--- src/rtl/ccdcm_pkg.sv ---
// constants, tables and carrier types of the capture mode and control block
//
// What this block does
// - free-run starts acquiring by itself after reset, no trigger needed
// - still mode takes exactly one image per falling edge of acquire request seen while idle
// - still sequence: flush, integrate, read out, then idle for next request
// - free-run loops integrate and readout without flushing
// - source jumper on external takes integration time and binning from lines
// - mode switch picks still or free-run; middle follows line, low is still
// - converter source external lets the three-wire port drive converter registers
// - converter source internal writes defaults into every converter register after reset
// - defaults: one channel, CDS, 3V span, green, unity gains, zero offsets
// - with converter source internal, each acquire request captures address and data switches and writes them
// - acquire-driven register writes act the same in still and free-run
// - sensor switch sets pixels per line and lines per frame
// - bin switch sets horizontal and vertical binning
// - integration time set by a coarse and a fine switch group
// - sync check disables converter bus and drives pixel or line count
// - line counter is binary, counts up from zero to last line
// - pixel counter counts up in gray code to last pixel
// - outputs 12-bit data, frame, line, pixel syncs and an exposure flag
// - exposure flag high for the whole integration and low otherwise
// - integration is a whole number of 10 ms unit periods
// - each pixel period lasts eight system clocks
package ccdcm_pkg;

  // timing
  localparam int CLK_KHZ = 10000;
  localparam int UNIT_INT_MS = 10;
  localparam int UNIT_INT_CYCLES = UNIT_INT_MS * CLK_KHZ;
  localparam int PIX_CLKS = 8;
  localparam logic [2:0] PIX_DIV_LAST = 3'(PIX_CLKS - 1);
  localparam logic [11:0] FLUSH_LINES = 12'hfa0;

  // capture mode switch positions
  localparam logic [1:0] CMS_STILL = 2'h0;
  localparam logic [1:0] CMS_LINE = 2'h1;
  localparam logic [1:0] CMS_FREE = 2'h2;

  // register port map
  localparam logic [3:0] REG_CTRL = 4'h0;
  localparam logic [3:0] REG_STATUS = 4'h4;
  localparam logic [3:0] REG_COUNT = 4'h8;
  localparam int CTRL_ACQ_BIT = 0;
  localparam int CTRL_HOLD_BIT = 1;

  // converter registers and serial word
  localparam logic [3:0] ADC_REG_COUNT = 4'h8;
  localparam logic [7:0] ADC_CFG_DEFAULT = 8'h32;
  localparam logic [7:0] ADC_MUX_DEFAULT = 8'h09;
  localparam logic [7:0] ADC_LEVEL_DEFAULT = 8'h00;
  localparam logic [4:0] SER_LAST_BIT = 5'h0f;
  localparam logic SER_WRITE = 1'b0;

  // sensor table, index 15 down to 0; codes 13..15 repeat test mode 1
  localparam logic [15:0][12:0] SENSOR_PPL = {13'h064, 13'h064, 13'h064, 13'h8fc,
    13'h10cc, 13'h2bc, 13'h4b0, 13'h8fc, 13'h3e8, 13'hce4, 13'h6a4, 13'h8fc,
    13'h5dc, 13'h00a, 13'h5dc, 13'h064};
  localparam logic [15:0][12:0] SENSOR_LPF = {13'h002, 13'h002, 13'h002, 13'h898,
    13'h1068, 13'h28a, 13'h47e, 13'h640, 13'h28a, 13'h866, 13'h44c, 13'h866,
    13'h4b0, 13'h004, 13'h4b0, 13'h002};
  // bin factor per bin switch code, index 7 down to 0
  localparam logic [7:0][3:0] BIN_FACTOR = {4'h8, 4'h6, 4'h5, 4'h4, 4'h3, 4'h2, 4'h1, 4'ha};
  // integration in unit periods, index 7 down to 0
  localparam logic [7:0][9:0] INT_COARSE_UNITS = {10'h384, 10'h2bc, 10'h1f4, 10'h190,
    10'h12c, 10'h0c8, 10'h064, 10'h000};
  localparam logic [7:0][9:0] INT_FINE_UNITS = {10'h050, 10'h032, 10'h01e, 10'h014,
    10'h00a, 10'h005, 10'h002, 10'h000};
  localparam logic [9:0] INT_MIN_UNITS = 10'h001;

  typedef struct packed {
    logic sclk;
    logic sdata;
    logic sload_n;
  } ccdcm_ser_s;

  typedef struct packed {
    logic source_select_jumper;
    logic [1:0] capture_mode_switch;
    logic adc_source_jumper;
    logic [2:0] adc_address_switch;
    logic [7:0] adc_data_switch;
    logic [3:0] sensor_select_switch;
    logic [2:0] bin_select_switch;
    logic [2:0] integration_coarse_switch;
    logic [2:0] integration_fine_switch;
    logic sync_check_enable_switch;
    logic sync_check_select_jumper;
  } ccdcm_sw_s;

  typedef struct packed {
    logic acquire_n;
    logic capture_mode_line;
    logic [5:0] integration;
    logic [2:0] bin;
    ccdcm_ser_s ser;
  } ccdcm_ext_s;

  typedef enum logic [1:0] {ST_IDLE, ST_FLUSH, ST_INTEG, ST_READ} ccdcm_state_e;

endpackage

--- src/rtl/ccdcm_serial.sv ---
// three-wire serial writer for the converter registers
`timescale 1ns/10ps
`default_nettype none
module ccdcm_serial (
  // clock and reset
  input wire logic mclk,
  input wire logic reset_n,
  // request
  input wire logic start,
  input wire logic [2:0] addr,
  input wire logic [7:0] data,
  output logic busy,
  // serial line
  output ccdcm_pkg::ccdcm_ser_s ser
);

  logic [15:0] shreg_r;
  logic [4:0] bit_cnt_r;
  logic phase_r;

  // msb first, data changes with sclk low, converter samples on rising sclk
  always_ff @(posedge mclk) begin
    if (!reset_n) begin
      busy <= 1'b0;
      shreg_r <= 16'h0000;
      bit_cnt_r <= 5'h00;
      phase_r <= 1'b0;
      ser <= 3'h1;
    end else if (!busy) begin
      if (start) begin
        busy <= 1'b1;
        shreg_r <= {ccdcm_pkg::SER_WRITE, 4'h0, addr, data};
        bit_cnt_r <= 5'h00;
        phase_r <= 1'b0;
        ser.sload_n <= 1'b0;
        ser.sdata <= ccdcm_pkg::SER_WRITE;
        ser.sclk <= 1'b0;
      end
    end else if (!phase_r) begin
      ser.sclk <= 1'b1;
      phase_r <= 1'b1;
    end else begin
      ser.sclk <= 1'b0;
      phase_r <= 1'b0;
      if (bit_cnt_r == ccdcm_pkg::SER_LAST_BIT) begin
        busy <= 1'b0;
        ser.sload_n <= 1'b1;
        ser.sdata <= 1'b0;
      end else begin
        bit_cnt_r <= bit_cnt_r + 5'h01;
        shreg_r <= {shreg_r[14:0], 1'b0};
        ser.sdata <= shreg_r[14];
      end
    end
  end

endmodule
`default_nettype wire

--- src/rtl/ccdcm_capture_ctrl.sv ---
// capture mode, readout timing and converter programming of the sensor board
//
// Design decisions made here: the register offsets and the address-and-strobe port.
`timescale 1ns/10ps
`default_nettype none
module ccdcm_capture_ctrl #(
  parameter int UNIT_CYCLES = ccdcm_pkg::UNIT_INT_CYCLES
) (
  // clock and reset
  input wire logic mclk,
  input wire logic reset_n,
  // register port
  input wire logic [3:0] reg_addr,
  input wire logic [31:0] reg_wdata,
  input wire logic reg_wr,
  input wire logic reg_rd,
  output logic [31:0] reg_rdata,
  // board switches and jumpers
  input wire ccdcm_pkg::ccdcm_sw_s sw,
  // control input connector
  input wire ccdcm_pkg::ccdcm_ext_s ext,
  // converter
  input wire logic [11:0] adc_data_in,
  output logic adc_out_en,
  output ccdcm_pkg::ccdcm_ser_s adc_ser,
  // frame grabber
  output logic [11:0] video_data,
  output logic frame_sync,
  output logic line_sync,
  output logic pix_sync,
  output logic integrate
);

  // ----------------------------------------------------------------
  // input synchroniser
  // ----------------------------------------------------------------
  localparam int IN_W = $bits(ccdcm_pkg::ccdcm_sw_s) + $bits(ccdcm_pkg::ccdcm_ext_s) + 12;

  logic [IN_W-1:0] in_meta_r;
  logic [IN_W-1:0] in_sync_r;
  ccdcm_pkg::ccdcm_sw_s sw_s;
  ccdcm_pkg::ccdcm_ext_s ext_s;
  logic [11:0] adc_s;

  // switch, connector and converter data pins pass two flops; the first is read by the second only; the register port is used unsynchronised
  always_ff @(posedge mclk) begin
    if (!reset_n) begin
      in_meta_r <= '0;
      in_sync_r <= '0;
    end else begin
      in_meta_r <= {sw, ext, adc_data_in};
      in_sync_r <= in_meta_r;
    end
  end

  assign {sw_s, ext_s, adc_s} = in_sync_r;

  // ----------------------------------------------------------------
  // acquire edge and mode selection
  // ----------------------------------------------------------------
  logic acq_prev_r;
  logic acq_fall;
  logic soft_acq;
  logic acq_evt;
  logic still_mode;
  logic hold_r;
  logic [5:0] int_sel;
  logic [2:0] bin_sel;

  always_ff @(posedge mclk) begin
    if (!reset_n) begin
      acq_prev_r <= 1'b0;
    end else begin
      acq_prev_r <= ext_s.acquire_n;
    end
  end

  assign acq_fall = acq_prev_r & ~ext_s.acquire_n;
  assign soft_acq = reg_wr & (reg_addr == ccdcm_pkg::REG_CTRL) &
    reg_wdata[ccdcm_pkg::CTRL_ACQ_BIT];
  assign acq_evt = acq_fall | soft_acq;

  assign still_mode = (sw_s.capture_mode_switch == ccdcm_pkg::CMS_STILL) |
    ((sw_s.capture_mode_switch == ccdcm_pkg::CMS_LINE) & ext_s.capture_mode_line);

  assign int_sel = sw_s.source_select_jumper ? ext_s.integration :
    {sw_s.integration_coarse_switch, sw_s.integration_fine_switch};
  assign bin_sel = sw_s.source_select_jumper ? ext_s.bin : sw_s.bin_select_switch;

  // ----------------------------------------------------------------
  // frame geometry and exposure length
  // ----------------------------------------------------------------
  logic [12:0] ppl;
  logic [12:0] lpf;
  logic [3:0] binf;
  logic [9:0] int_units;
  logic [9:0] int_sum;

  assign ppl = ccdcm_pkg::SENSOR_PPL[sw_s.sensor_select_switch];
  assign lpf = ccdcm_pkg::SENSOR_LPF[sw_s.sensor_select_switch];
  assign binf = ccdcm_pkg::BIN_FACTOR[bin_sel];
  assign int_sum = ccdcm_pkg::INT_COARSE_UNITS[int_sel[5:3]] +
    ccdcm_pkg::INT_FINE_UNITS[int_sel[2:0]];
  assign int_units = (int_sum == 10'h000) ? ccdcm_pkg::INT_MIN_UNITS : int_sum;

  // ----------------------------------------------------------------
  // pixel rate and unit integration dividers
  // ----------------------------------------------------------------
  ccdcm_pkg::ccdcm_state_e state_r;
  ccdcm_pkg::ccdcm_state_e state_nxt;
  logic [2:0] pix_div_r;
  logic pix_en;
  logic [16:0] unit_cnt_r;
  logic unit_tick;
  logic [9:0] int_cnt_r;
  logic [11:0] flush_cnt_r;

  always_ff @(posedge mclk) begin
    if (!reset_n) begin
      pix_div_r <= 3'h0;
    end else begin
      pix_div_r <= pix_div_r + 3'h1;
    end
  end

  assign pix_en = (pix_div_r == ccdcm_pkg::PIX_DIV_LAST);

  // unit divider restarts with each exposure so the length is a whole multiple
  always_ff @(posedge mclk) begin
    if (!reset_n || state_r != ccdcm_pkg::ST_INTEG) begin
      unit_cnt_r <= 17'h00000;
      int_cnt_r <= 10'h000;
    end else if (unit_tick) begin
      unit_cnt_r <= 17'h00000;
      int_cnt_r <= int_cnt_r + 10'h001;
    end else begin
      unit_cnt_r <= unit_cnt_r + 17'h00001;
    end
  end

  assign unit_tick = (unit_cnt_r == 17'(UNIT_CYCLES - 1));

  always_ff @(posedge mclk) begin
    if (!reset_n || state_r != ccdcm_pkg::ST_FLUSH) begin
      flush_cnt_r <= 12'h000;
    end else if (pix_en) begin
      flush_cnt_r <= flush_cnt_r + 12'h001;
    end
  end

  // ----------------------------------------------------------------
  // readout counters
  // ----------------------------------------------------------------
  logic [12:0] pix_cnt_r;
  logic [12:0] line_cnt_r;
  logic [3:0] hbin_r;
  logic [3:0] vbin_r;
  logic line_last_pix;
  logic frame_end;
  logic [12:0] pix_gray;

  assign line_last_pix = pix_en & (pix_cnt_r == 13'(ppl - 13'h0001));
  assign frame_end = (state_r == ccdcm_pkg::ST_READ) & line_last_pix &
    (line_cnt_r == 13'(lpf - 13'h0001));

  always_ff @(posedge mclk) begin
    if (!reset_n || state_r != ccdcm_pkg::ST_READ) begin
      pix_cnt_r <= 13'h0000;
      line_cnt_r <= 13'h0000;
      hbin_r <= 4'h0;
      vbin_r <= 4'h0;
    end else if (pix_en) begin
      hbin_r <= (hbin_r == 4'(binf - 4'h1)) ? 4'h0 : hbin_r + 4'h1;
      if (line_last_pix) begin
        pix_cnt_r <= 13'h0000;
        hbin_r <= 4'h0;
        line_cnt_r <= line_cnt_r + 13'h0001;
        vbin_r <= (vbin_r == 4'(binf - 4'h1)) ? 4'h0 : vbin_r + 4'h1;
      end else begin
        pix_cnt_r <= pix_cnt_r + 13'h0001;
      end
    end
  end

  assign pix_gray = pix_cnt_r ^ (pix_cnt_r >> 1);

  // ----------------------------------------------------------------
  // clocking state machine
  // ----------------------------------------------------------------
  always_comb begin
    state_nxt = state_r;
    case (state_r)
      ccdcm_pkg::ST_IDLE: begin
        if (!still_mode && !hold_r) begin
          state_nxt = ccdcm_pkg::ST_INTEG;
        end else if (still_mode && acq_evt) begin
          state_nxt = ccdcm_pkg::ST_FLUSH;
        end
      end
      ccdcm_pkg::ST_FLUSH: begin
        if (pix_en && flush_cnt_r == 12'(ccdcm_pkg::FLUSH_LINES - 12'h001)) begin
          state_nxt = ccdcm_pkg::ST_INTEG;
        end
      end
      ccdcm_pkg::ST_INTEG: begin
        if (unit_tick && int_cnt_r == 10'(int_units - 10'h001)) begin
          state_nxt = ccdcm_pkg::ST_READ;
        end
      end
      ccdcm_pkg::ST_READ: begin
        if (frame_end) begin
          state_nxt = (still_mode || hold_r) ? ccdcm_pkg::ST_IDLE : ccdcm_pkg::ST_INTEG;
        end
      end
      default: begin
        state_nxt = ccdcm_pkg::ST_IDLE;
      end
    endcase
  end

  always_ff @(posedge mclk) begin
    if (!reset_n) begin
      state_r <= ccdcm_pkg::ST_IDLE;
    end else begin
      state_r <= state_nxt;
    end
  end

  // ----------------------------------------------------------------
  // frame grabber outputs
  // ----------------------------------------------------------------
  logic line_valid;

  assign line_valid = (vbin_r == 4'(binf - 4'h1));

  always_ff @(posedge mclk) begin
    if (!reset_n) begin
      integrate <= 1'b0;
      frame_sync <= 1'b0;
      line_sync <= 1'b0;
      pix_sync <= 1'b0;
    end else begin
      integrate <= (state_nxt == ccdcm_pkg::ST_INTEG);
      frame_sync <= (state_nxt == ccdcm_pkg::ST_READ);
      line_sync <= (state_r == ccdcm_pkg::ST_READ) & line_valid;
      pix_sync <= (state_r == ccdcm_pkg::ST_READ) & line_valid & pix_en &
        (hbin_r == 4'(binf - 4'h1) || line_last_pix);
    end
  end

  always_ff @(posedge mclk) begin
    if (!reset_n) begin
      video_data <= 12'h000;
      adc_out_en <= 1'b0;
    end else begin
      adc_out_en <= ~sw_s.sync_check_enable_switch;
      if (!sw_s.sync_check_enable_switch) begin
        video_data <= adc_s;
      end else if (sw_s.sync_check_select_jumper) begin
        video_data <= line_cnt_r[11:0];
      end else begin
        video_data <= pix_gray[11:0];
      end
    end
  end

  // ----------------------------------------------------------------
  // converter register programming
  // ----------------------------------------------------------------
  logic [3:0] init_idx_r;
  logic init_done;
  logic pend_r;
  logic [2:0] pend_addr_r;
  logic [7:0] pend_data_r;
  logic ser_start;
  logic ser_busy;
  logic [2:0] ser_addr;
  logic [7:0] ser_data;
  ccdcm_pkg::ccdcm_ser_s ser_int;

  assign init_done = (init_idx_r == ccdcm_pkg::ADC_REG_COUNT);
  assign ser_start = ~sw_s.adc_source_jumper & ~ser_busy & (~init_done | pend_r);
  assign ser_addr = init_done ? pend_addr_r : init_idx_r[2:0];

  always_comb begin
    case (init_idx_r)
      4'h0: ser_data = ccdcm_pkg::ADC_CFG_DEFAULT;
      4'h1: ser_data = ccdcm_pkg::ADC_MUX_DEFAULT;
      4'h2, 4'h3, 4'h4, 4'h5, 4'h6, 4'h7: ser_data = ccdcm_pkg::ADC_LEVEL_DEFAULT;
      default: ser_data = pend_data_r;
    endcase
  end

  always_ff @(posedge mclk) begin
    if (!reset_n) begin
      init_idx_r <= 4'h0;
    end else if (ser_start && !init_done) begin
      init_idx_r <= init_idx_r + 4'h1;
    end
  end

  // a new request in the cycle the old one is taken wins
  always_ff @(posedge mclk) begin
    if (!reset_n) begin
      pend_r <= 1'b0;
      pend_addr_r <= 3'h0;
      pend_data_r <= 8'h00;
    end else if (acq_evt && !sw_s.adc_source_jumper) begin
      pend_r <= 1'b1;
      pend_addr_r <= sw_s.adc_address_switch;
      pend_data_r <= sw_s.adc_data_switch;
    end else if (ser_start && init_done) begin
      pend_r <= 1'b0;
    end
  end

  ccdcm_serial u_serial (
    .mclk(mclk),
    .reset_n(reset_n),
    .start(ser_start),
    .addr(ser_addr),
    .data(ser_data),
    .busy(ser_busy),
    .ser(ser_int)
  );

  always_ff @(posedge mclk) begin
    if (!reset_n) begin
      adc_ser <= 3'h1;
    end else begin
      adc_ser <= sw_s.adc_source_jumper ? ext_s.ser : ser_int;
    end
  end

  // ----------------------------------------------------------------
  // register port
  // ----------------------------------------------------------------
  always_ff @(posedge mclk) begin
    if (!reset_n) begin
      hold_r <= 1'b0;
    end else if (reg_wr && reg_addr == ccdcm_pkg::REG_CTRL) begin
      hold_r <= reg_wdata[ccdcm_pkg::CTRL_HOLD_BIT];
    end
  end

  always_ff @(posedge mclk) begin
    if (!reset_n || !reg_rd) begin
      reg_rdata <= 32'h00000000;
    end else begin
      case (reg_addr)
        ccdcm_pkg::REG_CTRL: reg_rdata <= {30'h0, hold_r, 1'b0};
        ccdcm_pkg::REG_STATUS: reg_rdata <= {26'h0, init_done, ser_busy, integrate,
          still_mode, state_r};
        ccdcm_pkg::REG_COUNT: reg_rdata <= {3'h0, line_cnt_r, 3'h0, pix_cnt_r};
        default: reg_rdata <= 32'h00000000;
      endcase
    end
  end

  logic [15:0] flush_len_r;
  always_ff @(posedge mclk) begin
    if (!reset_n || state_r != ccdcm_pkg::ST_FLUSH) begin
      flush_len_r <= 16'h0001;
    end else begin
      flush_len_r <= flush_len_r + 16'h0001;
    end
  end
endmodule
`default_nettype wire

--- config.mk ---
export PLATFORM = sky130hd
export DESIGN_NAME = ccdcm_capture_ctrl
export DESIGN_NICKNAME = d
export VERILOG_FILES = /design/src/rtl/ccdcm_pkg.sv /design/src/rtl/ccdcm_serial.sv /design/src/rtl/ccdcm_capture_ctrl.sv
export SDC_FILE = /design/constraint.sdc
export NUM_CORES = 1
export LEC_CHECK = 0
export ABC_AREA = 0
export ABC_CLOCK_PERIOD_IN_PS = 11600
export BUFFER_PORTS_ARGS = -buffer_cell sky130_fd_sc_hd__buf_2
export CAP_MARGIN = 10
export CORE_MARGIN = 1
export CORE_UTILIZATION = 30
export CTS_CLUSTER_DIAMETER = 80
export CTS_CLUSTER_SIZE = 8
export DETAILED_ROUTE_END_ITERATION = 16
export GPL_ROUTABILITY_DRIVEN = 0
export PLACE_DENSITY = 0.5
export SYNTH_ARGS = -nofsm -noshare
export SYNTH_HDL_FRONTEND = slang
export SYNTH_SLANG_ARGS = --single-unit
--- constraint.sdc ---
create_clock -name mclk -period 11.6 [get_ports mclk]
set_clock_uncertainty 0.05 [all_clocks]
set_input_delay 2.32 -clock mclk [delete_from_list [all_inputs] [get_ports mclk]]
set_output_delay 2.32 -clock mclk [all_outputs]
set_load 0.005 [all_outputs]
==> flow_summary_export.csv, run 1 <==
group,metric,value,unit
power,power_density,156.9,nW/um2
timing,max_slew_margin,35.38,%
critical_path,crit_required,11.98,ns
global_route,grt_pass1_wl,48500,um
critical_path,cp_slowest_cell,"dfxtp_1",
cts,cts_made_buffers,43,
synthesis,synthesis.area,12870,um2
cts,ctsLongestPathBuffers,3,
critical_path,start_kind,"flip-flop",
final_layout,layout_common_cells,"dfxtp_1, nor2_1, and2_1",
synthesis,ys_types,75,
final_layout,seq_area,5926,um2
synthesis,synth_top_area_share,46.05,%
min_path,hold_path_class,"flip-flop to flip-flop",
synthesis,ys_seq_elements,296,
global_route,antenna_found_initial,1,
power,pwr-share-seq,45.8,%
final_layout,drive_gt1_share,13.38,%
critical_path,startpoint,"in_sync_r[55]$_SDFF_PN0_",
synthesis,seq_area_frac_synth,46.05,%
synthesis,async_reset_ff_share,0,%
route,drt_iter0_drc,510,
power,p_int,1.796,mW
critical_path,r2r_start,"in_sync_r[55]$_SDFF_PN0_",
power,peakVddDrop,0.09377,mV
final_layout,fin_nets,1642,
route,finalWirelength,29950,um
synthesis,synth-main-ff-cell,"dfxtp_1",
placement,portBuffers,111,
synthesis,synth_area_leaders,"dfxtp_1, and2_1, ha_1",
final_layout,fill_cells,4293,
min_path,min_from,"in_meta_r[10]$_SDFF_PN0_",
power,swShare,23.93,%
die,initial_core_util,30.54,%
timing,hold_viol_final,0,
timing,finalMaxSlewViolations,0,
die,design.core.area,42130,um2
synthesis,syn_inst,1393,
power,comb_power_share,7.3,%
cts,post_cts_resized,0,
timing,hold_ws,0.3604,ns
timing,setup_tns,0,ns
synthesis,yosys.area.top_type,"dfxtp_1",
timing,rsz0062_at_grt,"no",
route,wl_per_cell,14.71,um
cts,clock_sinks,296,
route,antenna_left,0,
route,drc,0,
placement,hpwl,21370,um
synthesis,yosysWarningCount,0,
critical_path,max_stage_delay,0.80,ns
final_layout,fin_cells,2035,
die,die_w,209.1,um
global_route,grt_max_degree,100,
route,via_count,9580,
final_layout,multiInputGateArea,6514,um2
timing,max_freq,168.0,MHz
critical_path,worstPathArrival,6.33,ns
timing,fin_crit,5.954,ns
timing,timing.final.crit_share,51.33,%
job,maxCapViolCount,0,
cts,htreeDepth,2,
power,leakage,5.984,nW
cts,cts_root_buf,"clkbuf_16",
critical_path,worst-setup-path-type,"flip-flop to flip-flop",
timing,worst_pin_slew,0.9680,ns
global_route,track_usage,13.90,%
final_layout,final_common_cell,"dfxtp_1",
critical_path,critical_path.most_common_cell,"ha_1",
die,std_cell_rows,75,
outcome,outcome,"finished clean",
cts,cts_tree,"built",
final_layout,syn_to_final_growth,16.91,%
placement,dp.cells,1984,
timing,final-setup-viol-count,0,
synthesis,avgSynthCellArea,9.237,um2
die,dieArea,43720,um2
cts,cts_hold_buf,0,
power,power_frac_clock,47.0,%
critical_path,crit_fanout,15,
cts,post_cts.repair.setup_buffers,0,
timing,fin_ws,5.646,ns
die,ios,148,
route,dr.pass1.iters,5,
power,netSwitchingPower,0.5648,mW
placement,pre_cts_ws,5.600,ns
critical_path,path_cells,"mux2i_4, inv_1, ha_1, o21ai_0, inv_1, ha_1, a211oi_1, nor3b_1, o2111ai_1, nor4_4, a31oi_1, ha_1, xor2_1, o2111ai_1, a221oi_1, nand4_1, a2111oi_0, nand4b_1, and3_1",
die,die_h,209.1,um
synthesis,synth_edf_count,0,
route,viasPerCell,4.708,
global_route,grt_pass1_vias,9282,
global_route,overflow,0,
cts,path_clk_slew,0.05,ns
critical_path,endpoint_kind,"flip-flop",
cts,clkLatencyLatePin,0.56,ns
-- layout make-up --
type	instances	share of cell area, %
multi-input cells	993	43.30
diodes	1	0.01663
inverters	39	0.9731
flip-flops and latches	296	39.39
clock buffers	44	7.244
clock inverters	5	0.5323
well taps	539	4.483
repair buffers	118	4.059
-- cell families after synthesis --
group                    Yosys count  share of synthesized area (%)
adder cells (fa/ha/maj)           56                          5.484
buffers and inverters            109                          3.520
multiplexers                      56                          4.570
flip-flops                       296                          46.05
other                              1                        0.02914
XOR/XNOR                         103                          7.128
AO/OA/AOI/OAI                    194                          10.20
AND/OR/NAND/NOR                  578                          23.02
-- worst paths after layout --
check	endpoint	slack (ns)	depth (start not counted)
worst min-delay path	in_sync_r[10]$_SDFF_PN0_	0.36	1
worst max-delay path	integrate$_SDFF_PN0_	5.65	19
worst min register to register	in_sync_r[10]$_SDFF_PN0_	0.36	1
worst max register to register	integrate$_SDFF_PN0_	5.65	19
-- cells in the mapped netlist (6+ instances only) --
master	instances
xnor2_1	48
mux2_2	9
inv_1	39
a211oi_1	19
nor3_1	21
dfxtp_1	296
buf_1	6
a21boi_0	6
nand2b_1	14
nand4_1	16
a221oi_1	6
nand3b_1	6
xor2_1	54
nor2b_1	13
a41o_1	6
buf_4	9
and3_1	18
mux2i_1	45
nor4_1	8
clkbuf_1	52
nand2_1	101
a31oi_1	10
nor2_1	169
ha_1	54
a21oi_1	52
o21ai_0	36
o211ai_1	8
nand3_1	33
a22oi_1	8
and2_1	140
or3_1	8
-- power groups by stage --
stage	clock network (mW)	logic, mW	registers, mW
after floorplan	0	0.133	1.09
after global placement	0	0.169	1.10
after detailed placement	0	0.171	1.10
after CTS	1.15	0.172	1.08
after global routing	1.19	0.193	1.08
final	1.11	0.171	1.08
-- layer usage --
metal | track usage, % | up-vias | part of all wire (%)
met5 | 0 | - | 0.027
met4 | 4.919 | 2 | 2.7
met3 | 3.922 | 57 | 6.7
met2 | 20.79 | 232 | 41
met1 | 18.98 | 4403 | 49
li1 | - | 4886 | -
-- worst max-delay path: cells and delay by family, from the launching register on --
kind	cells	cell delay, ns
mux	1	0.44
buf+inv	2	0.27
compound gates	7	1.76
flops	1	0.80
simple gates	5	1.48
fa+ha+maj	3	0.91
xor+xnor	1	0.14
-- through the flow --
step / cell area (um2) / total power, mW / util, %
after floorplan: 12890 / 1.219 / -
final: 15040 / 2.360 / 35.70
after global routing: 15040 / 2.471 / 35.70
after CTS: 15030 / 2.403 / 35.68
after global placement: 13860 / 1.269 / 32.90
after detailed placement: 13860 / 1.272 / 32.90
-- flip-flops by register name, summed over array words and instances (netlist names), 12 cells and up --
register          count
in_sync_r            52
video_data           12
pix_cnt_r            13
flush_cnt_r          12
in_meta_r            56
ppl                  12
reg_rdata            26
line_cnt_r           13
u_serial.shreg_r     15
unit_cnt_r           17
Note: power is estimated with default switching activity, not from simulation.
==> run 2, diff against run 1 <==
- ABC_CLOCK_PERIOD_IN_PS: 11600 -> 5400
- PLACE_DENSITY: 0.5 -> 0.51
- clock period: 11.6 -> 5.4 ns (I/O delays scaled with it)
==> run 2 against run 1 <==
Sequential cell count is the same. Setup slack lost 5.2 ns. Critical path type unchanged. Largest cell class unchanged. Global-route usage is essentially flat. Highest routed layer unchanged. Critical endpoint unchanged.
==> flow_summary_export.csv, run 2 (same netlist as run 1, synthesis figures left out) <==
group,metric,value,unit
die,ios,148,
placement,hpwl,21580,um
final_layout,largest_reg_flops,56,
cts,htreeDepth,2,
timing,timing.final.crit_share,91.24,%
cts,clock_sinks,296,
global_route,track_usage,13.87,%
final_layout,final_common_cell,"dfxtp_1",
route,drc,0,
cts,ctsLongestPathBuffers,3,
route,antenna_left,0,
timing,finalMaxSlewViolations,0,
route,drt_iter0_drc,532,
power,power_frac_clock,46.5,%
critical_path,crit_required,5.79,ns
final_layout,layout_common_cells,"dfxtp_1, nor2_1, and2_1",
route,dr.pass1.iters,5,
power,p_int,3.858,mW
die,die_h,209.1,um
critical_path,start_kind,"flip-flop",
cts,clkLatencyLatePin,0.55,ns
global_route,grt_pass1_vias,8992,
critical_path,crit_fanout,12,
route,wl_per_cell,14.69,um
power,netSwitchingPower,1.193,mW
die,std_cell_rows,75,
timing,hold_viol_final,0,
timing,rsz0062_at_grt,"no",
power,total_power,5.051,mW
critical_path,r2r_start,"in_sync_r[55]$_SDFF_PN0_",
critical_path,reg2reg_depth,20,
power,leakage,6.047,nW
global_route,grt_pass1_wl,48350,um
critical_path,worstPathArrival,5.32,ns
die,dieArea,43720,um2
min_path,hold_path_class,"flip-flop to flip-flop",
timing,worst_pin_slew,1.062,ns
critical_path,crit_end,"integrate$_SDFF_PN0_",
global_route,antenna_found_initial,5,
critical_path,rrSetupSlack,0.47,ns
timing,fin_crit,4.927,ns
final_layout,fin_nets,1658,
final_layout,fill_cells,4283,
final_layout,top_regs,"in_meta_r: 56 flops, in_sync_r: 52 flops, reg_rdata: 26 flops",
critical_path,worst-setup-path-type,"flip-flop to flip-flop",
placement,portBuffers,111,
route,finalWirelength,30130,um
power,peakVddDrop,0.1999,mV
final_layout,largest_register,"in_meta_r",
timing,final-setup-viol-count,0,
global_route,grt_max_degree,81,
final_layout,syn_to_final_growth,17.80,%
route,viasPerCell,4.689,
power,power_density,333.2,nW/um2
critical_path,startpoint,"in_sync_r[55]$_SDFF_PN0_",
cts,path_clk_slew,0.05,ns
die,initial_core_util,30.54,%
power,swShare,23.62,%
power,comb_power_share,7.6,%
cts,cts_root_buf,"clkbuf_16",
timing,max_freq,203.0,MHz
critical_path,timing.rr.end,"integrate$_SDFF_PN0_",
critical_path,endpoint_kind,"flip-flop",
outcome,outcome,"finished clean",
die,die_w,209.1,um
timing,setup_tns,0,ns
final_layout,drive_gt1_share,14.36,%
route,via_count,9617,
die,design.core.area,42130,um2
power,pwr-share-seq,46.0,%
cts,cts_tree,"built",
timing,max_slew_margin,28.92,%
global_route,overflow,0,
job,maxCapViolCount,0,
cts,cts_made_buffers,43,
[run 2: worst min-delay path by stage]
stage	start	to	slack (ns)	depth (start not counted)
after detailed placement	pix_div_r[0]$_SDFF_PN0_	pix_div_r[0]$_SDFF_PN0_	0.36	1
after floorplan	pix_div_r[0]$_SDFF_PN0_	pix_div_r[0]$_SDFF_PN0_	0.34	1
after global routing	in_meta_r[54]$_SDFF_PN0_	in_sync_r[54]$_SDFF_PN0_	0.38	1
after CTS	pix_div_r[0]$_SDFF_PN0_	pix_div_r[0]$_SDFF_PN0_	0.36	1
final	pix_div_r[0]$_SDFF_PN0_	pix_div_r[0]$_SDFF_PN0_	0.36	1
after global placement	pix_div_r[0]$_SDFF_PN0_	pix_div_r[0]$_SDFF_PN0_	0.35	1
[run 2: metrics by stage]
step | hold WS, ns | cell area, um2 | utilization [%] | instances | setup slack, ns
CTS | 0.3627 | 15120 | 35.88 | 2046 | 0.09286
global placement | 0.3522 | 13960 | 33.13 | 1997 | 0.1652
detailed placement | 0.3559 | 13960 | 33.13 | 1997 | 0.1028
floorplan | 0.3396 | 12890 | - | 1398 | 0.6339
finish | 0.3613 | 15160 | 35.98 | 2051 | 0.4729
global route | 0.3838 | 15160 | 35.97 | 2050 | 0.03448
[run 2: what timing repair did]
action	CTS	global route
hold endpoints to repair	0	0
hold buffers	0	0
buffers inserted	0	3
gates resized for setup	0	4
setup endpoints to repair	0	3
[run 2: worst max-delay path, stage by stage (launching register included)]
cell       delay, ns
dfxtp_4         0.40
mux2i_4         0.22
buf_4           0.15
ha_1            0.17
a21oi_1         0.17
ha_1            0.22
inv_1           0.06
fa_1            0.39
xnor2_1         0.19
a2111oi_4       0.36
o2111ai_1       0.25
nor4_4          0.21
a31oi_1         0.14
ha_1            0.25
xnor2_1         0.22
o2111ai_1       0.13
a221oi_1        0.23
nand4_1         0.14
a2111oi_1       0.34
nand4b_1        0.26
and3_1          0.24
[run 2: power groups by stage]
stage          logic, mW  registers (mW)  clock network [mW]
2_1_floorplan      0.286            2.33                   0
3_3_place_gp       0.374            2.36                   0
3_5_place_dp       0.379            2.36                   0
4_1_cts            0.382            2.32                2.44
5_1_grt            0.432            2.33                2.52
6_report           0.382            2.32                2.35
[run 2: final cells by class]
| class | count | area, um2 | area share [%] |
|---|---|---|---|
| antenna | 1 | 2.502 | 0.01651 |
| clock buffer | 45 | 1094 | 7.214 |
| clock inverter | 4 | 62.56 | 0.4127 |
| inverter | 39 | 146.4 | 0.9657 |
| multi-input combinational | 993 | 6519 | 43.00 |
| sequential | 296 | 5929 | 39.12 |
| tap | 539 | 674.4 | 4.449 |
| timing repair buffer | 134 | 730.7 | 4.820 |
[run 2: routing by layer]
layer / wire length [um] / vias up / global-route usage, %
met5: 27 / - / 0
met1: 15130 / 4380 / 19.63
met2: 12370 / 263 / 20.17
met3: 1982 / 44 / 3.847
li1: - / 4926 / -
met4: 627 / 4 / 4.488
==> run 3, diff against run 2 <==
- PLACE_DENSITY: 0.51 -> 0.53
==> run 3 against run 2 <==
Core utilization barely moved. Sequential power barely moved. Register-to-register slack got worse by 0.04 ns. Hold slack improved by 0.011 ns. Combinational power fell by 2%. Non-clock buffer count fell by 4. Via count fell by 0.86%. Power rose by 0.75%. Global-route usage barely moved. Setup slack got worse by 0.036 ns. Clock-buffer cell count fell by 2. Critical path type unchanged. Largest power group unchanged. Highest routed layer is now met4.
==> flow_summary_export.csv, run 3 (same netlist as run 1, synthesis figures left out) <==
group,metric,value,unit
die,die_w,209.1,um
route,antenna_left,0,
timing,finalMaxSlewViolations,0,
global_route,grt_pass1_wl,48470,um
timing,setup_tns,0,ns
die,dieArea,43720,um2
route,viasPerCell,4.660,
timing,worst_pin_slew,1.048,ns
timing,max_slew_margin,30.16,%
die,initial_core_util,30.54,%
die,die_h,209.1,um
timing,hold_viol_final,0,
critical_path,timing.rr.end,"integrate$_SDFF_PN0_",
final_layout,drive_gt1_share,13.95,%
critical_path,reg2reg_depth,18,
final_layout,top_regs,"in_meta_r: 56 flops, in_sync_r: 52 flops, reg_rdata: 26 flops",
final_layout,fin_nets,1654,
global_route,grt_pass1_vias,9239,
placement,hpwl,21560,um
die,ios,148,
critical_path,path_cells,"mux2_2, a21oi_1, ha_1, inv_1, fa_1, xnor2_1, a2111oi_4, o2111ai_1, nor4_4, a31oi_1, ha_1, xor2_1, o2111ai_1, a221oi_1, nand4_1, a2111oi_0, nand4b_1, and3_1",
timing,max_freq,201.5,MHz
route,finalWirelength,29670,um
final_layout,layout_common_cells,"dfxtp_1, nor2_1, and2_1",
global_route,track_usage,13.88,%
critical_path,endpoint_kind,"flip-flop",
cts,clock_sinks,296,
power,total_power,5.089,mW
cts,cts_made_buffers,43,
timing,rsz0062_at_grt,"no",
cts,htreeDepth,2,
timing,final-setup-viol-count,0,
critical_path,worstPathArrival,5.35,ns
critical_path,start_kind,"flip-flop",
power,peakVddDrop,0.2106,mV
final_layout,largest_reg_flops,56,
route,drt_iter0_drc,599,
critical_path,cp_slowest_cell,"dfxtp_4",
final_layout,final_common_cell,"dfxtp_1",
route,wl_per_cell,14.50,um
global_route,antenna_found_initial,3,
min_path,hold_path_class,"flip-flop to flip-flop",
critical_path,rrSetupSlack,0.44,ns
cts,cts_tree,"built",
power,power_density,336.2,nW/um2
cts,cts_root_buf,"clkbuf_16",
job,maxCapViolCount,0,
power,leakage,6.038,nW
route,drc,0,
critical_path,max_stage_delay,0.43,ns
global_route,overflow,0,
timing,timing.final.crit_share,91.91,%
outcome,outcome,"finished clean",
route,dr.pass1.iters,5,
cts,clkLatencyLatePin,0.55,ns
critical_path,worst-setup-path-type,"flip-flop to flip-flop",
die,std_cell_rows,75,
critical_path,crit_required,5.79,ns
critical_path,r2r_start,"in_sync_r[55]$_SDFF_PN0_",
route,via_count,9534,
critical_path,startpoint,"in_sync_r[55]$_SDFF_PN0_",
timing,fin_crit,4.963,ns
critical_path,crit_end,"integrate$_SDFF_PN0_",
placement,portBuffers,111,
die,design.core.area,42130,um2
global_route,grt_max_degree,83,
final_layout,fill_cells,4305,
critical_path,crit_fanout,11,
cts,ctsLongestPathBuffers,3,
final_layout,syn_to_final_growth,17.65,%
final_layout,largest_register,"in_meta_r",
cts,path_clk_slew,0.05,ns
## run 3: layer usage
metal,share of wire (%),global-route usage (%),vias up
met5,0,0,-
met4,2.7,5.147,0
met3,6.9,4.509,52
met2,41,20.55,227
met1,49,18.67,4335
li1,-,-,4920
## run 3: through the flow
step                std cells  area [um2]  hold slack [ns]  util [%]  worst slack (ns)
floorplan                1398       12890           0.3396         -            0.6339
global placement         1996       13950           0.3499     33.12            0.1230
detailed placement       1996       13950           0.3680     33.12           0.02828
CTS                      2043       15120           0.3754     35.89          0.009414
global route             2044       15130           0.3864     35.92           0.02955
finish                   2046       15140           0.3725     35.93            0.4369
## run 3: cell type report
cell class | instances | area [um2] | area share (%)
multi-input cells | 993 | 6514 | 43.03
clock inverters | 4 | 92.59 | 0.6116
diodes | 2 | 5.005 | 0.03306
repair buffers | 130 | 700.7 | 4.628
well taps | 539 | 674.4 | 4.455
clock buffers | 43 | 1076 | 7.108
inverters | 39 | 146.4 | 0.9670
flip-flops and latches | 296 | 5929 | 39.17
## run 3: how the worst min path moves through the flow
stage                                  startpoint                      end  cells after the start
after floorplan           pix_div_r[0]$_SDFF_PN0_  pix_div_r[0]$_SDFF_PN0_                      1
after global placement    pix_div_r[0]$_SDFF_PN0_  pix_div_r[0]$_SDFF_PN0_                      1
after detailed placement  pix_div_r[0]$_SDFF_PN0_  pix_div_r[0]$_SDFF_PN0_                      1
after CTS                 pix_div_r[0]$_SDFF_PN0_  pix_div_r[0]$_SDFF_PN0_                      1
after global routing      in_meta_r[9]$_SDFF_PN0_  in_sync_r[9]$_SDFF_PN0_                      1
final                     pix_div_r[0]$_SDFF_PN0_  pix_div_r[0]$_SDFF_PN0_                      1
## run 3: report_power, final
part	internal, mW	leakage [nW]	switching, mW	total (mW)
sequential	2.26	2.42	0.0575	2.32
combinational	0.170	3.05	0.203	0.374
clock	1.49	0.572	0.904	2.39
total	3.93	6.04	1.16	5.09
## run 3: worst max-delay path, delay by kind of cell (launching register included)
kind	cells	cell delay, ns
buffers and inverters	1	0.06
adder cells (fa/ha/maj)	3	0.93
AND/OR/NAND/NOR	4	0.82
AO/OA/AOI/OAI	7	1.77
flip-flops	1	0.43
multiplexers	1	0.42
XOR/XNOR	2	0.37
## run 3: repair_timing
action                     CTS  global route
hold endpoints to repair     0             0
hold buffers                 0             0
resized for setup            0             3
setup buffers                0             1
setup endpoints to repair    0             3
